--- src/verilog/timer_pair_regs.svh ---
`ifndef TIMER_PAIR_REGS_SVH
`define TIMER_PAIR_REGS_SVH
// Register indexes; byte address is four times the index
`define TP_IDX_LCNT 10'h106
`define TP_IDX_HOLD 10'h108
`define TP_IDX_HCNT 10'h10a
`define TP_IDX_PERL 10'h10c
`define TP_IDX_PERH 10'h10e
`define TP_IDX_CTLL 10'h110
`define TP_IDX_CTLH 10'h112
`define TP_IDX_STAT 10'h114
// Control fields
`define TP_ON 15
`define TP_IDLE_STOP 13
`define TP_GATE 6
`define TP_PS_HI 5
`define TP_PS_LO 4
`define TP_COMBINED 3
`define TP_CSRC 1
`define TP_CTLL_MASK 16'ha07a
`define TP_CTLH_MASK 16'ha072
// Status fields
`define TP_FLAG_L 0
`define TP_FLAG_H 1
`define TP_IE_L 8
`define TP_IE_H 9
// Reset values
`define TP_CNT_RST 16'h0000
`define TP_PER_RST 16'hffff
`define TP_CTL_RST 16'h0000
// Prescaler terminal counts
`define TP_DIV1_LAST 8'h00
`define TP_DIV8_LAST 8'h07
`define TP_DIV64_LAST 8'h3f
`define TP_DIV256_LAST 8'hff
`endif

--- src/verilog/timer_pair_pkg.sv ---
package timer_pair_pkg;
   typedef logic [15:0] word_t;
   typedef enum logic [1:0] {DIV_1, DIV_8, DIV_64, DIV_256} prescale_e;
endpackage

--- src/verilog/timer_pair.sv ---
`timescale 1ns/1ps
`include "timer_pair_regs.svh"
// Contract
// [RULE1] Cascaded: low timer is low word, high timer is high word.
// [RULE2] Cascaded: high control register ignored; low control rules everything. Code: turning the high timer off still clears both prescalers.
// [RULE3] Cascaded: low clock and gate used; high flag and enable signal it.
// [RULE4] Uncascaded: each timer does timer or synchronous counter mode, never asynchronous.
// [RULE5] Low prescaler output is resynchronised; high prescaler output is not.
// [RULE6] 32-bit timer counts each cycle to combined period, then wraps to zero.
// [RULE7] Reading low count captures high count into the holding register.
// [RULE8] Holding written first; next low count write loads it into high count.
// [RULE9] 32-bit counter counts synchronised external rising edges, wraps at period.
// [RULE10] Idle stops counting when stop-in-idle is set; resumes after Idle.
// [RULE11] Gate mode with internal clock counts cycles while the pin is high.
// [RULE12] Gated cascade uses low timer clock; high gate setting ignored.
// [RULE13] Gate falling edge stops accumulation without clearing the count.
// [RULE14] Combined period match emits a converter trigger pulse.
// [RULE15] Prescaler divides by 1, 8, 64 or 256, from control bits 5:4.
// [RULE16] Cascaded: only the low timer prescaler is used.
// [RULE17] Prescaler cleared by count write, timer-on clear, or reset.
// [RULE18] Disabled timer: count writes leave the prescaler untouched.
// [RULE19] Control writes never change the counts.
// [RULE20] Match or gate fall sets high flag; only software clears it.
// [RULE21] Sleep stops all counting.
// [RULE22] Prescale code 00=1, 01=8, 10=64, 11=256.
// [RULE23] Combined-mode bit in low control selects two 16-bit or one 32-bit.
module timer_pair (
   input wire logic pclk,
   input wire logic presetn,
   input wire logic psel,
   input wire logic penable,
   input wire logic pwrite,
   input wire logic [11:0] paddr,
   input wire logic [31:0] pwdata,
   output logic [31:0] prdata,
   output logic pready,
   output logic pslverr,
   input wire logic external_clock_gate_pin,
   input wire logic high_half_ext_pin,
   input wire logic cpu_idle,
   input wire logic cpu_sleep,
   output logic low_irq_req,
   output logic high_irq_req,
   output logic adc_trigger
);

   timer_pair_pkg::word_t low_half_count, high_half_count, high_half_holding;
   timer_pair_pkg::word_t next_low, next_high;
   timer_pair_pkg::word_t period_low_half, period_high_half;
   timer_pair_pkg::word_t low_half_control, high_half_control;
   logic low_match_flag, period_match_flag;
   logic low_irq_enable, period_match_irq_enable;
   logic [1:0] pin_meta, pin_sync, pin_prev;
   logic [9:0] idx;
   logic setup, acc, wr;
   logic wr_lcnt, wr_hcnt, wr_hold, wr_perl, wr_perh, wr_ctll, wr_ctlh, wr_stat;
   logic cnt_wr, on_fall, combined;
   timer_pair_pkg::word_t ctl [2];
   logic [1:0] t_on, t_run, t_gated, t_src, ps_hit, ps_clr, tick, gate_fall;
   logic [7:0] ps [2];
   logic tick_low_q;
   logic [31:0] cat_cnt, cat_per, inc32;
   logic m32, m_l, m_h, set_l, set_h, clr_l, clr_h;
   logic rd_hit;
   timer_pair_pkg::word_t rd_data;

   function automatic logic [7:0] ps_last(input timer_pair_pkg::word_t c);
      timer_pair_pkg::prescale_e sel;
      sel = timer_pair_pkg::prescale_e'(c[`TP_PS_HI:`TP_PS_LO]);
      unique case (sel)
         timer_pair_pkg::DIV_1: ps_last = `TP_DIV1_LAST; // RULE22
         timer_pair_pkg::DIV_8: ps_last = `TP_DIV8_LAST;
         timer_pair_pkg::DIV_64: ps_last = `TP_DIV64_LAST;
         timer_pair_pkg::DIV_256: ps_last = `TP_DIV256_LAST;
      endcase
   endfunction

   function automatic timer_pair_pkg::word_t step16(
      input timer_pair_pkg::word_t c,
      input timer_pair_pkg::word_t p
   );
      step16 = (c == p) ? `TP_CNT_RST : c + 16'h0001;
   endfunction

   // ****************************************
   // Pin synchronisers
   // ****************************************
   always_ff @(posedge pclk or negedge presetn) begin
      if (!presetn) begin
         pin_meta <= 2'h0;
         pin_sync <= 2'h0;
         pin_prev <= 2'h0;
      end else begin
         pin_meta <= {high_half_ext_pin, external_clock_gate_pin};
         pin_sync <= pin_meta; // RULE4
         pin_prev <= pin_sync;
      end
   end

   // ****************************************
   // Bus decode
   // ****************************************
   assign idx = paddr[11:2];
   assign setup = psel & ~penable & ~pready;
   assign acc = psel & penable & pready;
   assign wr = acc & pwrite;
   assign wr_lcnt = wr & (idx == `TP_IDX_LCNT);
   assign wr_hcnt = wr & (idx == `TP_IDX_HCNT);
   assign wr_hold = wr & (idx == `TP_IDX_HOLD);
   assign wr_perl = wr & (idx == `TP_IDX_PERL);
   assign wr_perh = wr & (idx == `TP_IDX_PERH);
   assign wr_ctll = wr & (idx == `TP_IDX_CTLL);
   assign wr_ctlh = wr & (idx == `TP_IDX_CTLH);
   assign wr_stat = wr & (idx == `TP_IDX_STAT);
   assign cnt_wr = wr_lcnt | wr_hcnt;

   // Turning either timer off clears the prescalers
   assign on_fall = (wr_ctll & low_half_control[`TP_ON] & ~pwdata[`TP_ON])
      | (wr_ctlh & high_half_control[`TP_ON] & ~pwdata[`TP_ON]); // RULE17

   assign combined = low_half_control[`TP_COMBINED]; // RULE23
   assign ctl[0] = low_half_control;
   assign ctl[1] = high_half_control;

   // ****************************************
   // Clock source and prescalers
   // ****************************************
   always_comb begin
      for (int i = 0; i < 2; i++) begin
         t_on[i] = ctl[i][`TP_ON];
         // Sleep stops the core clock, Idle only when asked to
         t_run[i] = t_on[i] & ~cpu_sleep
            & ~(cpu_idle & ctl[i][`TP_IDLE_STOP]); // RULE10 RULE21
         t_gated[i] = t_on[i] & ~ctl[i][`TP_CSRC] & ctl[i][`TP_GATE];
         if (ctl[i][`TP_CSRC]) begin
            t_src[i] = pin_sync[i] & ~pin_prev[i]; // RULE9
         end else if (ctl[i][`TP_GATE]) begin
            t_src[i] = pin_sync[i]; // RULE11
         end else begin
            t_src[i] = 1'b1;
         end
         ps_hit[i] = t_run[i] & t_src[i] & (ps[i] == ps_last(ctl[i])); // RULE15
         // A write while off cannot clear: the prescaler is not clocked
         ps_clr[i] = (cnt_wr & t_on[i]) | on_fall; // RULE17 RULE18
         gate_fall[i] = t_gated[i] & pin_prev[i] & ~pin_sync[i]; // RULE13
      end
      // Low path pays one cycle for its resynchronising stage
      tick[0] = tick_low_q & t_run[0]; // RULE5
      tick[1] = ps_hit[1] & ~ps_clr[1] & ~combined; // RULE16
   end

   always_ff @(posedge pclk or negedge presetn) begin
      if (!presetn) begin
         for (int i = 0; i < 2; i++) begin
            ps[i] <= 8'h00;
         end
      end else begin
         for (int i = 0; i < 2; i++) begin
            if (ps_clr[i]) begin
               ps[i] <= 8'h00; // RULE17
            end else if (t_run[i] & t_src[i]) begin
               ps[i] <= ps_hit[i] ? 8'h00 : ps[i] + 8'h01;
            end
         end
      end
   end

   always_ff @(posedge pclk or negedge presetn) begin
      if (!presetn) begin
         tick_low_q <= 1'b0;
      end else begin
         tick_low_q <= ps_hit[0] & ~ps_clr[0]; // RULE5
      end
   end

   // ****************************************
   // Counters
   // ****************************************
   assign cat_cnt = {high_half_count, low_half_count}; // RULE1
   assign cat_per = {period_high_half, period_low_half};
   assign inc32 = cat_cnt + 32'h0000_0001;
   assign m32 = combined & tick[0] & (cat_cnt == cat_per) & ~cnt_wr; // RULE14
   assign m_l = ~combined & tick[0] & (low_half_count == period_low_half) & ~wr_lcnt;
   assign m_h = ~combined & tick[1] & (high_half_count == period_high_half) & ~wr_hcnt;

   always_comb begin
      next_low = low_half_count;
      next_high = high_half_count;
      if (combined & tick[0]) begin
         {next_high, next_low} = (cat_cnt == cat_per) ? 32'h0000_0000 : inc32; // RULE6
      end
      if (~combined & tick[0]) begin
         next_low = step16(low_half_count, period_low_half); // RULE4
      end
      if (tick[1]) begin
         next_high = step16(high_half_count, period_high_half);
      end
      // Direct writes win over a tick in the same cycle
      if (wr_lcnt) begin
         next_low = pwdata[15:0];
         if (combined) begin
            next_high = high_half_holding; // RULE8
         end
      end
      if (wr_hcnt) begin
         next_high = pwdata[15:0];
      end
   end

   always_ff @(posedge pclk or negedge presetn) begin
      if (!presetn) begin
         low_half_count <= `TP_CNT_RST;
         high_half_count <= `TP_CNT_RST;
      end else begin
         low_half_count <= next_low;
         high_half_count <= next_high;
      end
   end

   // Capture at setup so the read word and the held word match
   always_ff @(posedge pclk or negedge presetn) begin
      if (!presetn) begin
         high_half_holding <= `TP_CNT_RST;
      end else if (setup & ~pwrite & (idx == `TP_IDX_LCNT)) begin
         high_half_holding <= high_half_count; // RULE7
      end else if (wr_hold) begin
         high_half_holding <= pwdata[15:0]; // RULE8
      end
   end

   // ****************************************
   // Period and control registers
   // ****************************************
   always_ff @(posedge pclk or negedge presetn) begin
      if (!presetn) begin
         period_low_half <= `TP_PER_RST;
         period_high_half <= `TP_PER_RST;
      end else begin
         if (wr_perl) begin
            period_low_half <= pwdata[15:0];
         end
         if (wr_perh) begin
            period_high_half <= pwdata[15:0];
         end
      end
   end

   // Control writes touch no count
   always_ff @(posedge pclk or negedge presetn) begin
      if (!presetn) begin
         low_half_control <= `TP_CTL_RST;
         high_half_control <= `TP_CTL_RST;
      end else begin
         if (wr_ctll) begin
            low_half_control <= pwdata[15:0] & `TP_CTLL_MASK; // RULE19
         end
         if (wr_ctlh) begin
            high_half_control <= pwdata[15:0] & `TP_CTLH_MASK;
         end
      end
   end

   // ****************************************
   // Flags and requests
   // ****************************************
   // High timer gate settings are dead weight while cascaded
   assign set_h = m32 | m_h | (combined & gate_fall[0])
      | (~combined & gate_fall[1]); // RULE2 RULE3 RULE12 RULE20
   assign set_l = m_l | (~combined & gate_fall[0]);
   assign clr_l = wr_stat & pwdata[`TP_FLAG_L];
   assign clr_h = wr_stat & pwdata[`TP_FLAG_H];

   // Set wins over a clear in the same cycle
   always_ff @(posedge pclk or negedge presetn) begin
      if (!presetn) begin
         low_match_flag <= 1'b0;
         period_match_flag <= 1'b0;
      end else begin
         low_match_flag <= set_l | (low_match_flag & ~clr_l);
         period_match_flag <= set_h | (period_match_flag & ~clr_h); // RULE20
      end
   end

   always_ff @(posedge pclk or negedge presetn) begin
      if (!presetn) begin
         low_irq_enable <= 1'b0;
         period_match_irq_enable <= 1'b0;
      end else if (wr_stat) begin
         low_irq_enable <= pwdata[`TP_IE_L];
         period_match_irq_enable <= pwdata[`TP_IE_H];
      end
   end

   always_ff @(posedge pclk or negedge presetn) begin
      if (!presetn) begin
         low_irq_req <= 1'b0;
         high_irq_req <= 1'b0;
         adc_trigger <= 1'b0;
      end else begin
         low_irq_req <= low_match_flag & low_irq_enable;
         high_irq_req <= period_match_flag & period_match_irq_enable; // RULE3
         adc_trigger <= m32 | m_h; // RULE14
      end
   end

   // ****************************************
   // Read back
   // ****************************************
   always_comb begin
      rd_hit = 1'b1;
      rd_data = 16'h0000;
      case (idx)
         `TP_IDX_LCNT: rd_data = low_half_count;
         `TP_IDX_HOLD: rd_data = high_half_holding;
         `TP_IDX_HCNT: rd_data = high_half_count;
         `TP_IDX_PERL: rd_data = period_low_half;
         `TP_IDX_PERH: rd_data = period_high_half;
         `TP_IDX_CTLL: rd_data = low_half_control;
         `TP_IDX_CTLH: rd_data = high_half_control;
         `TP_IDX_STAT: begin
            rd_data[`TP_FLAG_L] = low_match_flag;
            rd_data[`TP_FLAG_H] = period_match_flag;
            rd_data[`TP_IE_L] = low_irq_enable;
            rd_data[`TP_IE_H] = period_match_irq_enable;
         end
         default: rd_hit = 1'b0;
      endcase
   end

   // One access cycle, no wait states
   always_ff @(posedge pclk or negedge presetn) begin
      if (!presetn) begin
         pready <= 1'b0;
         pslverr <= 1'b0;
         prdata <= 32'h0000_0000;
      end else begin
         pready <= setup;
         pslverr <= setup & ~rd_hit;
         if (setup) begin
            prdata <= pwrite ? 32'h0000_0000 : {16'h0000, rd_data};
         end
      end
   end
endmodule // timer_pair

--- config.mk ---
export PLATFORM = sky130hd
export DESIGN_NAME = timer_pair
export DESIGN_NICKNAME = d
export VERILOG_FILES = /design/src/verilog/timer_pair_pkg.sv /design/src/verilog/timer_pair.sv
export VERILOG_INCLUDE_DIRS = /design/src /design/src/verilog
export SDC_FILE = /design/constraint.sdc
export NUM_CORES = 1
export LEC_CHECK = 0
export BUFFER_PORTS_ARGS = -buffer_cell sky130_fd_sc_hd__buf_2
export CAP_MARGIN = 20
export CORE_ASPECT_RATIO = 1.1
export CORE_MARGIN = 2
export CORE_UTILIZATION = 57
export CTS_BUF_LIST = sky130_fd_sc_hd__clkbuf_8
export CTS_CLUSTER_SIZE = 30
export DETAILED_ROUTE_END_ITERATION = 6
export GPL_TIMING_DRIVEN = 0
export PLACE_DENSITY = 0.9
export SLEW_MARGIN = 20
export SYNTH_ARGS = -nofsm -noshare
export SYNTH_HDL_FRONTEND = slang
export SYNTH_SLANG_ARGS = --single-unit
--- constraint.sdc ---
create_clock -name pclk -period 4.76 [get_ports pclk]
set_input_delay 1.19 -clock pclk [delete_from_list [all_inputs] [get_ports pclk]]
set_output_delay 1.19 -clock pclk [all_outputs]
set_load 0.02 [all_outputs]
==> results of run 1 <==
==> worst max-delay path, delay by kind of cell <==
kind	cells	cell delay [ns]
AOI/OAI and AO/OA	3	1.25
and+or+nand+nor	4	1.09
buffers and inverters	1	0.11
==> kinds of logic after synthesis <==
kind of cell | count (synthesis) | share of synthesized area
AND/OR/NAND/NOR | 262 | 0.173
AO/OA/AOI/OAI | 221 | 0.195
flip-flops | 141 | 0.449
buffers and inverters | 70 | 0.0437
multiplexers | 67 | 0.0919
XOR/XNOR | 37 | 0.0407
adder cells (fa/ha/maj) | 4 | 0.00629
other | 1 | 0.000471
==> final timing paths <==
| kind | cells past startpoint | slack [ns] | startpoint | end |
|---|---|---|---|---|
| max | 8 | 1.49 | paddr[7] | high_half_count[2] |
| min | 0 | 0.34 | pin_meta[0] | pin_sync[0] |
| max reg2reg | 8 | 1.64 | low_half_count[5] | low_half_count[11] |
| min reg2reg | 0 | 0.34 | pin_meta[0] | pin_sync[0] |
| max in group asynchronous | 2 | 3.35 | presetn | period_low_half[13] |
| min in group asynchronous | 1 | 0.66 | presetn | high_half_holding[6] |
==> final cells by class <==
class / instances / area share
Multi-Input combinational cell: 607 / 0.461
Sequential cell: 141 / 0.402
Buffer: 61 / 0.0354
Timing Repair Buffer: 56 / 0.0352
Clock buffer: 20 / 0.0310
Tap cell: 188 / 0.0265
Clock inverter: 12 / 0.00549
Inverter: 9 / 0.00380
==> flip-flops by register name, summed over array words and instances, names as in the netlist, 7 cells and up <==
register           count
high_half_count       16
high_half_holding     16
low_half_count        16
period_high_half      16
period_low_half       16
prdata                16
ps                    16
low_half_control       7
==> through the flow <==
step | hold slack [ns] | cells
2_1_floorplan | 0.331 | 818
6_report | 0.344 | 1094
4_1_cts | 0.344 | 1094
3_3_place_gp | 0.333 | 1061
3_5_place_dp | 0.335 | 1062
5_1_grt | 0.359 | 1094
==> where the power goes <==
part           switching [W]  internal, W
clock network       0.000441     0.000381
logic              0.0000762    0.0000315
registers         0.00000448      0.00120
==> cell usage after synthesis (3+ instances only) <==
master and count:
ha_1 4, nor4_1 10, and2_1 4, o2111ai_1 3, a221o_1 11, mux2i_1 19
xnor2_1 19, nor3_1 10, o21ai_0 39, clkbuf_1 29, buf_4 16, a21oi_1 43
nand3_1 30, nand2b_1 7, o31ai_1 9, o22ai_1 7, nand2_1 57, xor2_1 18
mux2_2 48, a222oi_1 10, dfrtp_1 109, dfstp_2 32, and4_1 4, a31oi_1 5
o21ai_1 10, a22oi_1 46, nor3b_1 9, nor2b_1 10, clkbuf_2 3, a221oi_1 3
a22o_1 16, nor2_1 59, or3_1 4, nand4_1 20, and3_1 22, inv_1 9
buf_2 11
==> per-layer routing <==
| layer | up-vias | wire length (µm) | share of wire | track usage |
|---|---|---|---|---|
| met5 | - | 0 | 0 | 0 |
| met4 | 0 | 1130 | 0.049 | 0.172 |
| met3 | 98 | 2120 | 0.093 | 0.0676 |
| met2 | 393 | 10700 | 0.47 | 0.501 |
| met1 | 3407 | 8950 | 0.39 | 0.424 |
| li1 | 3159 | - | - | - |
==> results by group, run 1 <==
Drt
  • Average wire per cell in the routed design: 20.9 µm
  • Vias per Instance: 6.45
  • Via count: 7057
  • Number of remaining DRC errors: 0
  • Iter 0 DRT Violations: 1039
  • Antenna-violating nets left: 0
  • First drt pass iteration count: 7
  • Total wire length: 22900 µm

Synthesis
  • Mapped cell area: a little under 8000 µm²
  • Yosys top cell area share: 0.343
  • Mapped Cells: 803
  • Asr flop ratio synth: 1.00
  • Syn_area_per_cell: a little under 10 µm²
  • #FFs+latches synth: 141
  • Main area contributors after synthesis: dfrtp_1 34%, dfstp_2 11%, mux2_2 6.8%, a22oi_1 4.3%, nor2_1 2.8%
  • Synth warnings: 0
  • Main flop type after synthesis: dfrtp_1
  • EDFF count, synth: 0
  • Synth unique cells: 67
  • Yosys top cell by area: dfrtp_1
  • Sequential fraction of the synthesis area: 0.449

Power
  • PwrDens: around 240 nW/µm²
  • Peak supply drop: 170 µV
  • Leak: 4.15 nW
  • Total power: 0.00214 W

Timing
  • Max Fclk: between 0.3 and 0.4 GHz
  • RSZ-0062 raised after global routing: no
  • Slew @ Worst Pin: 0.807 ns
  • Slew margin rel.: 0.458
  • Fin. max-slew vios: 0
  • Final setup fails: 0
  • Post-route setup TNS: 0 ns
  • Final Hold Vio Count: 0
  • Final WS setup: 1.49 ns
  • Final setup skew: 0.0144 ns
  • Final worst path period need: ~3.3 ns
  • Tcrit/Tclk final: 0.686

Clock network
  • Bufs on Longest Clock Path: 2
  • Post-CTS sizing: 0
  • Clk root buf: clkbuf_8
  • Cts bufs inserted: 17
  • CTS Hold Buffers Added: 0
  • Clk sink count: 141
  • H-tree levels: 4
  • Clock-pin slew on the worst setup and hold paths: roughly 0.070 ns
  • CTS tree: yes
  • Post-CTS setup buffer count: 0
  • Worst skew pair latency: 0.47 ns

Placement
  • Placed instance area: 8560 µm²
  • GPL Wtd Cong: 0.969
  • Post-place setup slack: 1.07 ns
  • Detailed Place HPWL: 17000 µm
  • PortBufs: 55

Finish
  • Sequential Area: 3570 µm²
  • Number of fill cells in the layout: roughly 1100
  • Design area: 8880 µm²
  • Final core occ: 0.647
  • Area of the multi-input gates: 4090 µm²
  • Share of cells above drive strength 1: 0.230
  • Nets@finish: 950
  • Synth-to-layout area growth: 11.7%
  • Most frequent cells in the layout: 109 x dfrtp_1, 65 x buf_2, 59 x nor2_1
  • Leading cell type in the layout, fill and taps excluded: dfrtp_1
  • Diodes inserted: 0

Global route
  • Vias in the first global route: 6790
  • Grt ovf: 0
  • Largest net degree at the start of global routing: 77
  • Overall Global Routing Usage: 0.323
  • Initial antenna violation count: 0
  • First-pass GRT wire length: 36400 µm

Worst setup path
  • Worst path slowest cell: o21ai_1
  • Startpoint Class: primary input
  • Data required, critical path: between 5 and 6 ns
  • Crit Path Class: primary input to register
  • Crit-path max FO: 8
  • Crit-path max cell delay: 0.56 ns
  • Critical path, cell by cell: buf_2 > nor4b_2 > nand4_1 > o221ai_2 > nor2_1 > o21ai_1 > nand2_2 > o31ai_1
  • Crit path DAT: roughly 3.6 ns
  • CP Capture Type: register

Floorplan
  • Die X: around 120 µm
  • Die height: 128 µm
  • Core Rows: 45
  • Core ar.: roughly 14000 µm²
  • Initial Util: 0.579
  • Die area: 14900 µm²
  • I/O pin count: 90

Flow run
  • Max_cap viols: 0

Hold path
  • Hold Crit Class: register to register

Status
  • Status: finished, final reports clean
Power figures use the tool's default switching activity.
==> run 2: changes to the inputs <==
==> constraint.sdc (replaced) <==
create_clock -name pclk -period 3.4 [get_ports pclk]
set_input_delay 0.85 -clock pclk [delete_from_list [all_inputs] [get_ports pclk]]
set_output_delay 0.85 -clock pclk [all_outputs]
set_load 0.02 [all_outputs]
==> results by group, run 2 (synthesis gave the netlist of run 1 again) <==
Clock network
  • CTS Hold Buffers Added: 0 (unchanged)
  • Clock-pin slew on the worst setup and hold paths: 0.08 ns (was 0.07 ns)
  • Worst skew pair latency: 0.48 ns (was 0.47 ns)
  • CTS tree: yes (unchanged)
  • Clk sink count: 141 (unchanged)
  • Post-CTS setup buffer count: 0 (unchanged)
  • Cts bufs inserted: 17 (unchanged)
  • H-tree levels: 4 (unchanged)
  • Bufs on Longest Clock Path: 2 (unchanged)
  • Clk root buf: clkbuf_8 (unchanged)
  • Post-CTS sizing: 0 (unchanged)

Timing
  • Max Fclk: 0.324 GHz
  • Post-route setup TNS: 0 ns (unchanged)
  • Slew margin rel.: 0.469 (was 0.458)
  • Final setup skew: 0.0153 ns (was 0.0144 ns)
  • Tcrit/Tclk final: 0.907
  • Final worst path period need: 3.08 ns
  • Slew @ Worst Pin: 0.791 ns (was 0.807 ns)
  • RSZ-0062 raised after global routing: no (unchanged)
  • Fin. max-slew vios: 0 (unchanged)
  • Final setup fails: 0 (unchanged)
  • Final Hold Vio Count: 0 (unchanged)

Finish
  • Final core occ: 0.647 (unchanged)
  • Diodes inserted: 0 (unchanged)
  • Area of the multi-input gates: 4090 µm² (unchanged)
  • Design area: 8880 µm² (unchanged)
  • Most frequent cells in the layout: 109 x dfrtp_1, 65 x buf_2, 59 x nor2_1 (unchanged)
  • Nets@finish: 950 (unchanged)
  • Sequential Area: 3570 µm² (unchanged)
  • Share of cells above drive strength 1: 0.230 (unchanged)
  • Number of fill cells in the layout: 1109 (unchanged)
  • Leading cell type in the layout, fill and taps excluded: dfrtp_1 (unchanged)
  • Synth-to-layout area growth: 11.7% (unchanged)

Global route
  • Initial antenna violation count: 0 (unchanged)
  • First-pass GRT wire length: 36400 µm (unchanged)
  • Largest net degree at the start of global routing: 77 (unchanged)
  • Overall Global Routing Usage: 0.323 (about the same)
  • Vias in the first global route: 6761 (was 6790)
  • Grt ovf: 0 (unchanged)

Worst setup path
  • Crit path DAT: 3.45 ns (was 3.64 ns)
  • Startpoint Class: register (was primary input)
  • Worst path slowest cell: o21bai_2 (was o21ai_1)
  • Crit-path max cell delay: 0.56 ns (about the same)
  • Crit Path Class: register to register (was primary input to register)
  • Data required, critical path: 3.76 ns (was 5.13 ns)
  • CP Capture Type: register (unchanged)
  • Critical path, cell by cell: clkbuf_1 > xor2_1 > nor4_1 > nand4_1 > o21bai_2 > buf_2 > o21ai_0 > a221o_1 (was buf_2 > nor4b_2 > nand4_1 > o221ai_2 > nor2_1 > o21ai_1 > nand2_2 > o31ai_1)
  • Crit-path max FO: 10 (was 8)

Placement
  • PortBufs: 55 (unchanged)
  • GPL Wtd Cong: 0.969 (unchanged)
  • Detailed Place HPWL: 17000 µm (unchanged)
  • Placed instance area: 8560 µm² (unchanged)

Power
  • PwrDens: 337 nW/µm² (was 241 nW/µm²)
  • Leak: 4.15 nW (unchanged)
  • Peak supply drop: 240 µV (was 170 µV)

Drt
  • Antenna-violating nets left: 0 (unchanged)
  • Number of remaining DRC errors: 0 (unchanged)
  • Iter 0 DRT Violations: 1018 (was 1039)
  • First drt pass iteration count: 7 (unchanged)
  • Vias per Instance: 6.48 (was 6.45)
  • Total wire length: 22900 µm (about the same)
  • Via count: 7087 (was 7057)
  • Average wire per cell in the routed design: 20.9 µm (about the same)

Hold path
  • Hold Crit Class: primary input to async pin (was register to register)

Floorplan
  • Core Rows: 45 (unchanged)
  • Die X: 117 µm (unchanged)
  • Die height: 128 µm (unchanged)
  • Core ar.: 13700 µm² (unchanged)
  • Initial Util: 0.579 (unchanged)
  • Die area: 14900 µm² (unchanged)
  • I/O pin count: 90 (unchanged)

Status
  • Status: finished, final reports clean (unchanged)

Flow run
  • Max_cap viols: 0 (unchanged)
[run 2: worst paths after layout]
path	startpoint	end	slack [ns]	cells after the start
setup reg to reg	low_half_count[5]	low_half_count[11]	0.32	8
hold reg to reg	pin_meta[0]	pin_sync[0]	0.34	0
min in group pclk	pin_meta[0]	pin_sync[0]	0.34	0
hold / removal	presetn	high_half_holding[6]	0.31	1
max in group asynchronous	presetn	period_high_half[6]	2.33	2
setup / recovery	low_half_count[5]	low_half_count[11]	0.32	8
[run 2: stage by stage]
stage	std cells	total power [W]	hold WS (ns)	worst slack, ns
2_1_floorplan	818	0.00178	0.331	0.751
3_3_place_gp	1061	0.00186	0.333	-0.432
3_5_place_dp	1062	0.00187	0.335	0.0501
4_1_cts	1094	0.00299	0.333	0.423
5_1_grt	1094	0.00309	0.341	0.221
6_report	1094	0.00300	0.309	0.315
[run 2: layer usage]
metal	wire length, µm	up-vias	track usage
met5	0	-	0
met4	1130	0	0.171
met3	2210	95	0.0662
met2	10600	418	0.502
met1	8950	3412	0.425
li1	-	3162	-
[run 2: final cells by class]
| class | instances | area share |
|---|---|---|
| Buffer | 61 | 0.0354 |
| Clock buffer | 20 | 0.0310 |
| Clock inverter | 12 | 0.00549 |
| Inverter | 9 | 0.00380 |
| Multi-Input combinational cell | 607 | 0.461 |
| Sequential cell | 141 | 0.402 |
| Tap cell | 188 | 0.0265 |
| Timing Repair Buffer | 56 | 0.0352 |
[run 2: critical path: cells and delay by family (launching register included)]
family	cells	cell delay, ns
compound gates	3	1.00
xor+xnor	1	0.21
buf+inv	2	0.50
flops	1	0.36
simple gates	2	0.91
[run 2: power by group]
| group | switching [W] | internal [W] | leakage [nW] |
|---|---|---|---|
| logic | 0.000107 | 0.0000441 | 2.11 |
| clock network | 0.000618 | 0.000533 | 0.203 |
| registers | 0.00000619 | 0.00169 | 1.84 |
==> run 3: changes to the inputs <==
==> constraint.sdc (replaced) <==
create_clock -name pclk -period 2.9 [get_ports pclk]
set_input_delay 0.725 -clock pclk [delete_from_list [all_inputs] [get_ports pclk]]
set_output_delay 0.725 -clock pclk [all_outputs]
set_load 0.02 [all_outputs]
==> results by group, run 3 (synthesis gave the netlist of run 1 again) <==
Status
  • Status: finished, final reports clean (unchanged)

Worst setup path
  • Crit path DAT: 3.08 ns (was 3.45 ns)
  • CP Capture Type: register (unchanged)
  • Critical path, cell by cell: clkbuf_1 > xnor2_1 > nand4_1 > or4_4 > o32ai_4 > nor2b_1 > buf_2 > nor3_1 > o31ai_1 (was clkbuf_1 > xor2_1 > nor4_1 > nand4_1 > o21bai_2 > buf_2 > o21ai_0 > a221o_1)
  • Startpoint Class: register (unchanged)
  • Worst path slowest cell: or4_4 (was o21bai_2)
  • Crit Path Class: register to register (unchanged)
  • Crit-path max cell delay: 0.61 ns (was 0.56 ns)
  • Crit-path max FO: 9 (was 10)
  • Data required, critical path: 3.25 ns (was 3.76 ns)
  • Reg-to-reg slack, setup: 0.17 ns (was 0.32 ns)

Drt
  • Antenna-violating nets left: 0 (unchanged)
  • Via count: 7160 (was 7087)
  • Total wire length: 22800 µm (was 22900 µm)
  • Average wire per cell in the routed design: 20.9 µm (about the same)
  • Number of remaining DRC errors: 0 (unchanged)
  • Vias per Instance: 6.56 (was 6.48)
  • Iter 0 DRT Violations: 1140 (was 1018)
  • First drt pass iteration count: 6 (was 7)

Clock network
  • CTS Hold Buffers Added: 0 (unchanged)
  • CTS tree: yes (unchanged)
  • H-tree levels: 4 (unchanged)
  • Bufs on Longest Clock Path: 2 (unchanged)
  • Cts bufs inserted: 17 (unchanged)
  • Clk root buf: clkbuf_8 (unchanged)
  • Clk sink count: 141 (unchanged)
  • Worst skew pair latency: 0.48 ns (about the same)
  • Clock-pin slew on the worst setup and hold paths: 0.07 ns (was 0.08 ns)

Global route
  • Initial antenna violation count: 0 (unchanged)
  • Vias in the first global route: 6772 (was 6761)
  • Overall Global Routing Usage: 0.323 (about the same)
  • Largest net degree at the start of global routing: 77 (unchanged)
  • Grt ovf: 0 (unchanged)
  • First-pass GRT wire length: 36500 µm (was 36400 µm)

Floorplan
  • Core ar.: 13700 µm² (unchanged)
  • I/O pin count: 90 (unchanged)
  • Die X: 117 µm (unchanged)
  • Initial Util: 0.579 (unchanged)
  • Core Rows: 45 (unchanged)
  • Die height: 128 µm (unchanged)
  • Die area: 14900 µm² (unchanged)

Finish
  • Synth-to-layout area growth: 12.0% (was 11.7%)
  • Most frequent cells in the layout: 109 x dfrtp_1, 65 x buf_2, 58 x nor2_1 (was 109 x dfrtp_1, 65 x buf_2, 59 x nor2_1)
  • Share of cells above drive strength 1: 0.235 (was 0.230)
  • Diodes inserted: 0 (unchanged)
  • Design area: 8910 µm² (was 8880 µm²)
  • Number of fill cells in the layout: 1106 (was 1109)
  • Leading cell type in the layout, fill and taps excluded: dfrtp_1 (unchanged)
  • Final std cells w/o fill: 1092 (was 1094)
  • Nets@finish: 948 (was 950)

Hold path
  • Hold Crit Class: primary input to async pin (unchanged)

Timing
  • Final setup skew: 0.0135 ns (was 0.0153 ns)
  • Slew margin rel.: 0.472 (was 0.469)
  • Final Hold Vio Count: 0 (unchanged)
  • Post-route setup TNS: 0 ns (unchanged)
  • RSZ-0062 raised after global routing: no (unchanged)
  • Max Fclk: 0.366 GHz (was 0.324 GHz)
  • Final worst path period need: 2.73 ns (was 3.08 ns)
  • Tcrit/Tclk final: 0.942 (was 0.907)
  • Final setup fails: 0 (unchanged)
  • Fin. max-slew vios: 0 (unchanged)
  • Slew @ Worst Pin: 0.787 ns (was 0.791 ns)

Power
  • P_sw: 0.000856 W (was 0.000731 W)
  • Total power: 0.00351 W (was 0.00300 W)
  • PwrDens: 394 nW/µm² (was 337 nW/µm²)
  • Sequential power share: 0.565 (about the same)
  • Switching Fraction: 0.244 (about the same)
  • Gate power share: 0.051 (was 0.050)
  • Leak: 4.19 nW (was 4.15 nW)
  • Int Power: 0.00266 W (was 0.00226 W)
  • Clock share of power: 0.384 (about the same)
  • Peak supply drop: 282 µV (was 240 µV)

Placement
  • Post-Place Cells: 1062 (unchanged)
  • PortBufs: 55 (unchanged)
  • GPL Wtd Cong: 0.969 (unchanged)
  • Placed instance area: 8560 µm² (unchanged)
  • Detailed Place HPWL: 17000 µm (unchanged)

Flow run
  • Max_cap viols: 0 (unchanged)
run 3: timing repair:
action                     CTS  global route
buffers inserted             0             2
resized for setup            1             4
pin swaps                    0             1
setup endpoints to repair    7            32
run 3: area by class of cell:
class                      count  area [µm²]  area share
inverter                       9        33.8     0.00379
sequential                   141        3570       0.400
multi-input combinational    607        4120       0.463
tap                          188         235      0.0264
clock buffer                  20         275      0.0309
buffer                        57         299      0.0336
clock inverter                12        48.8     0.00548
timing repair buffer          58         328      0.0368
run 3: final timing paths:
| kind | from | endpoint | cells after the start |
|---|---|---|---|
| setup / recovery | high_half_count[4] | high_half_count[12] | 9 |
| hold / removal | presetn | ps[11] | 1 |
| setup reg to reg | high_half_count[4] | high_half_count[12] | 9 |
| hold reg to reg | pin_meta[0] | pin_sync[0] | 0 |
| max in group asynchronous | presetn | period_low_half[13] | 2 |
| min in group pclk | pin_meta[0] | pin_sync[0] | 0 |
run 3: worst max-delay path: cells and delay by family, from the launching register on:
family / cells / cell delay, ns
AOI/OAI and AO/OA: 2 / 0.52
DFF: 1 / 0.32
buffers and inverters: 2 / 0.51
xor gates and xnor gates: 1 / 0.17
and+or+nand+nor: 4 / 1.07
run 3: power by group through the flow:
stage / logic [W] / clock network (W) / registers (W)
floorplan: 0.0000638 / 0 / 0.00202
global placement: 0.000165 / 0 / 0.00202
detailed placement: 0.000174 / 0 / 0.00202
CTS: 0.000174 / 0.00135 / 0.00198
global route: 0.000194 / 0.00145 / 0.00199
finish: 0.000179 / 0.00135 / 0.00199
run 3: per-layer routing:
layer	routed length, µm	up-vias	GRT usage
met2	10500	472	0.504
met3	2350	96	0.0686
met4	1150	0	0.169
li1	-	3176	-
met5	0	-	0
met1	8830	3416	0.423
run 3: stage by stage:
stage / hold slack [ns] / setup WS (ns) / utilization
floorplan: 0.331 / 0.376 / -
global placement: 0.333 / -0.807 / 0.620
detailed placement: 0.335 / -0.325 / 0.623
CTS: 0.208 / 0.00611 / 0.647
global route: 0.216 / 0.0119 / 0.649
finish: 0.185 / 0.168 / 0.649
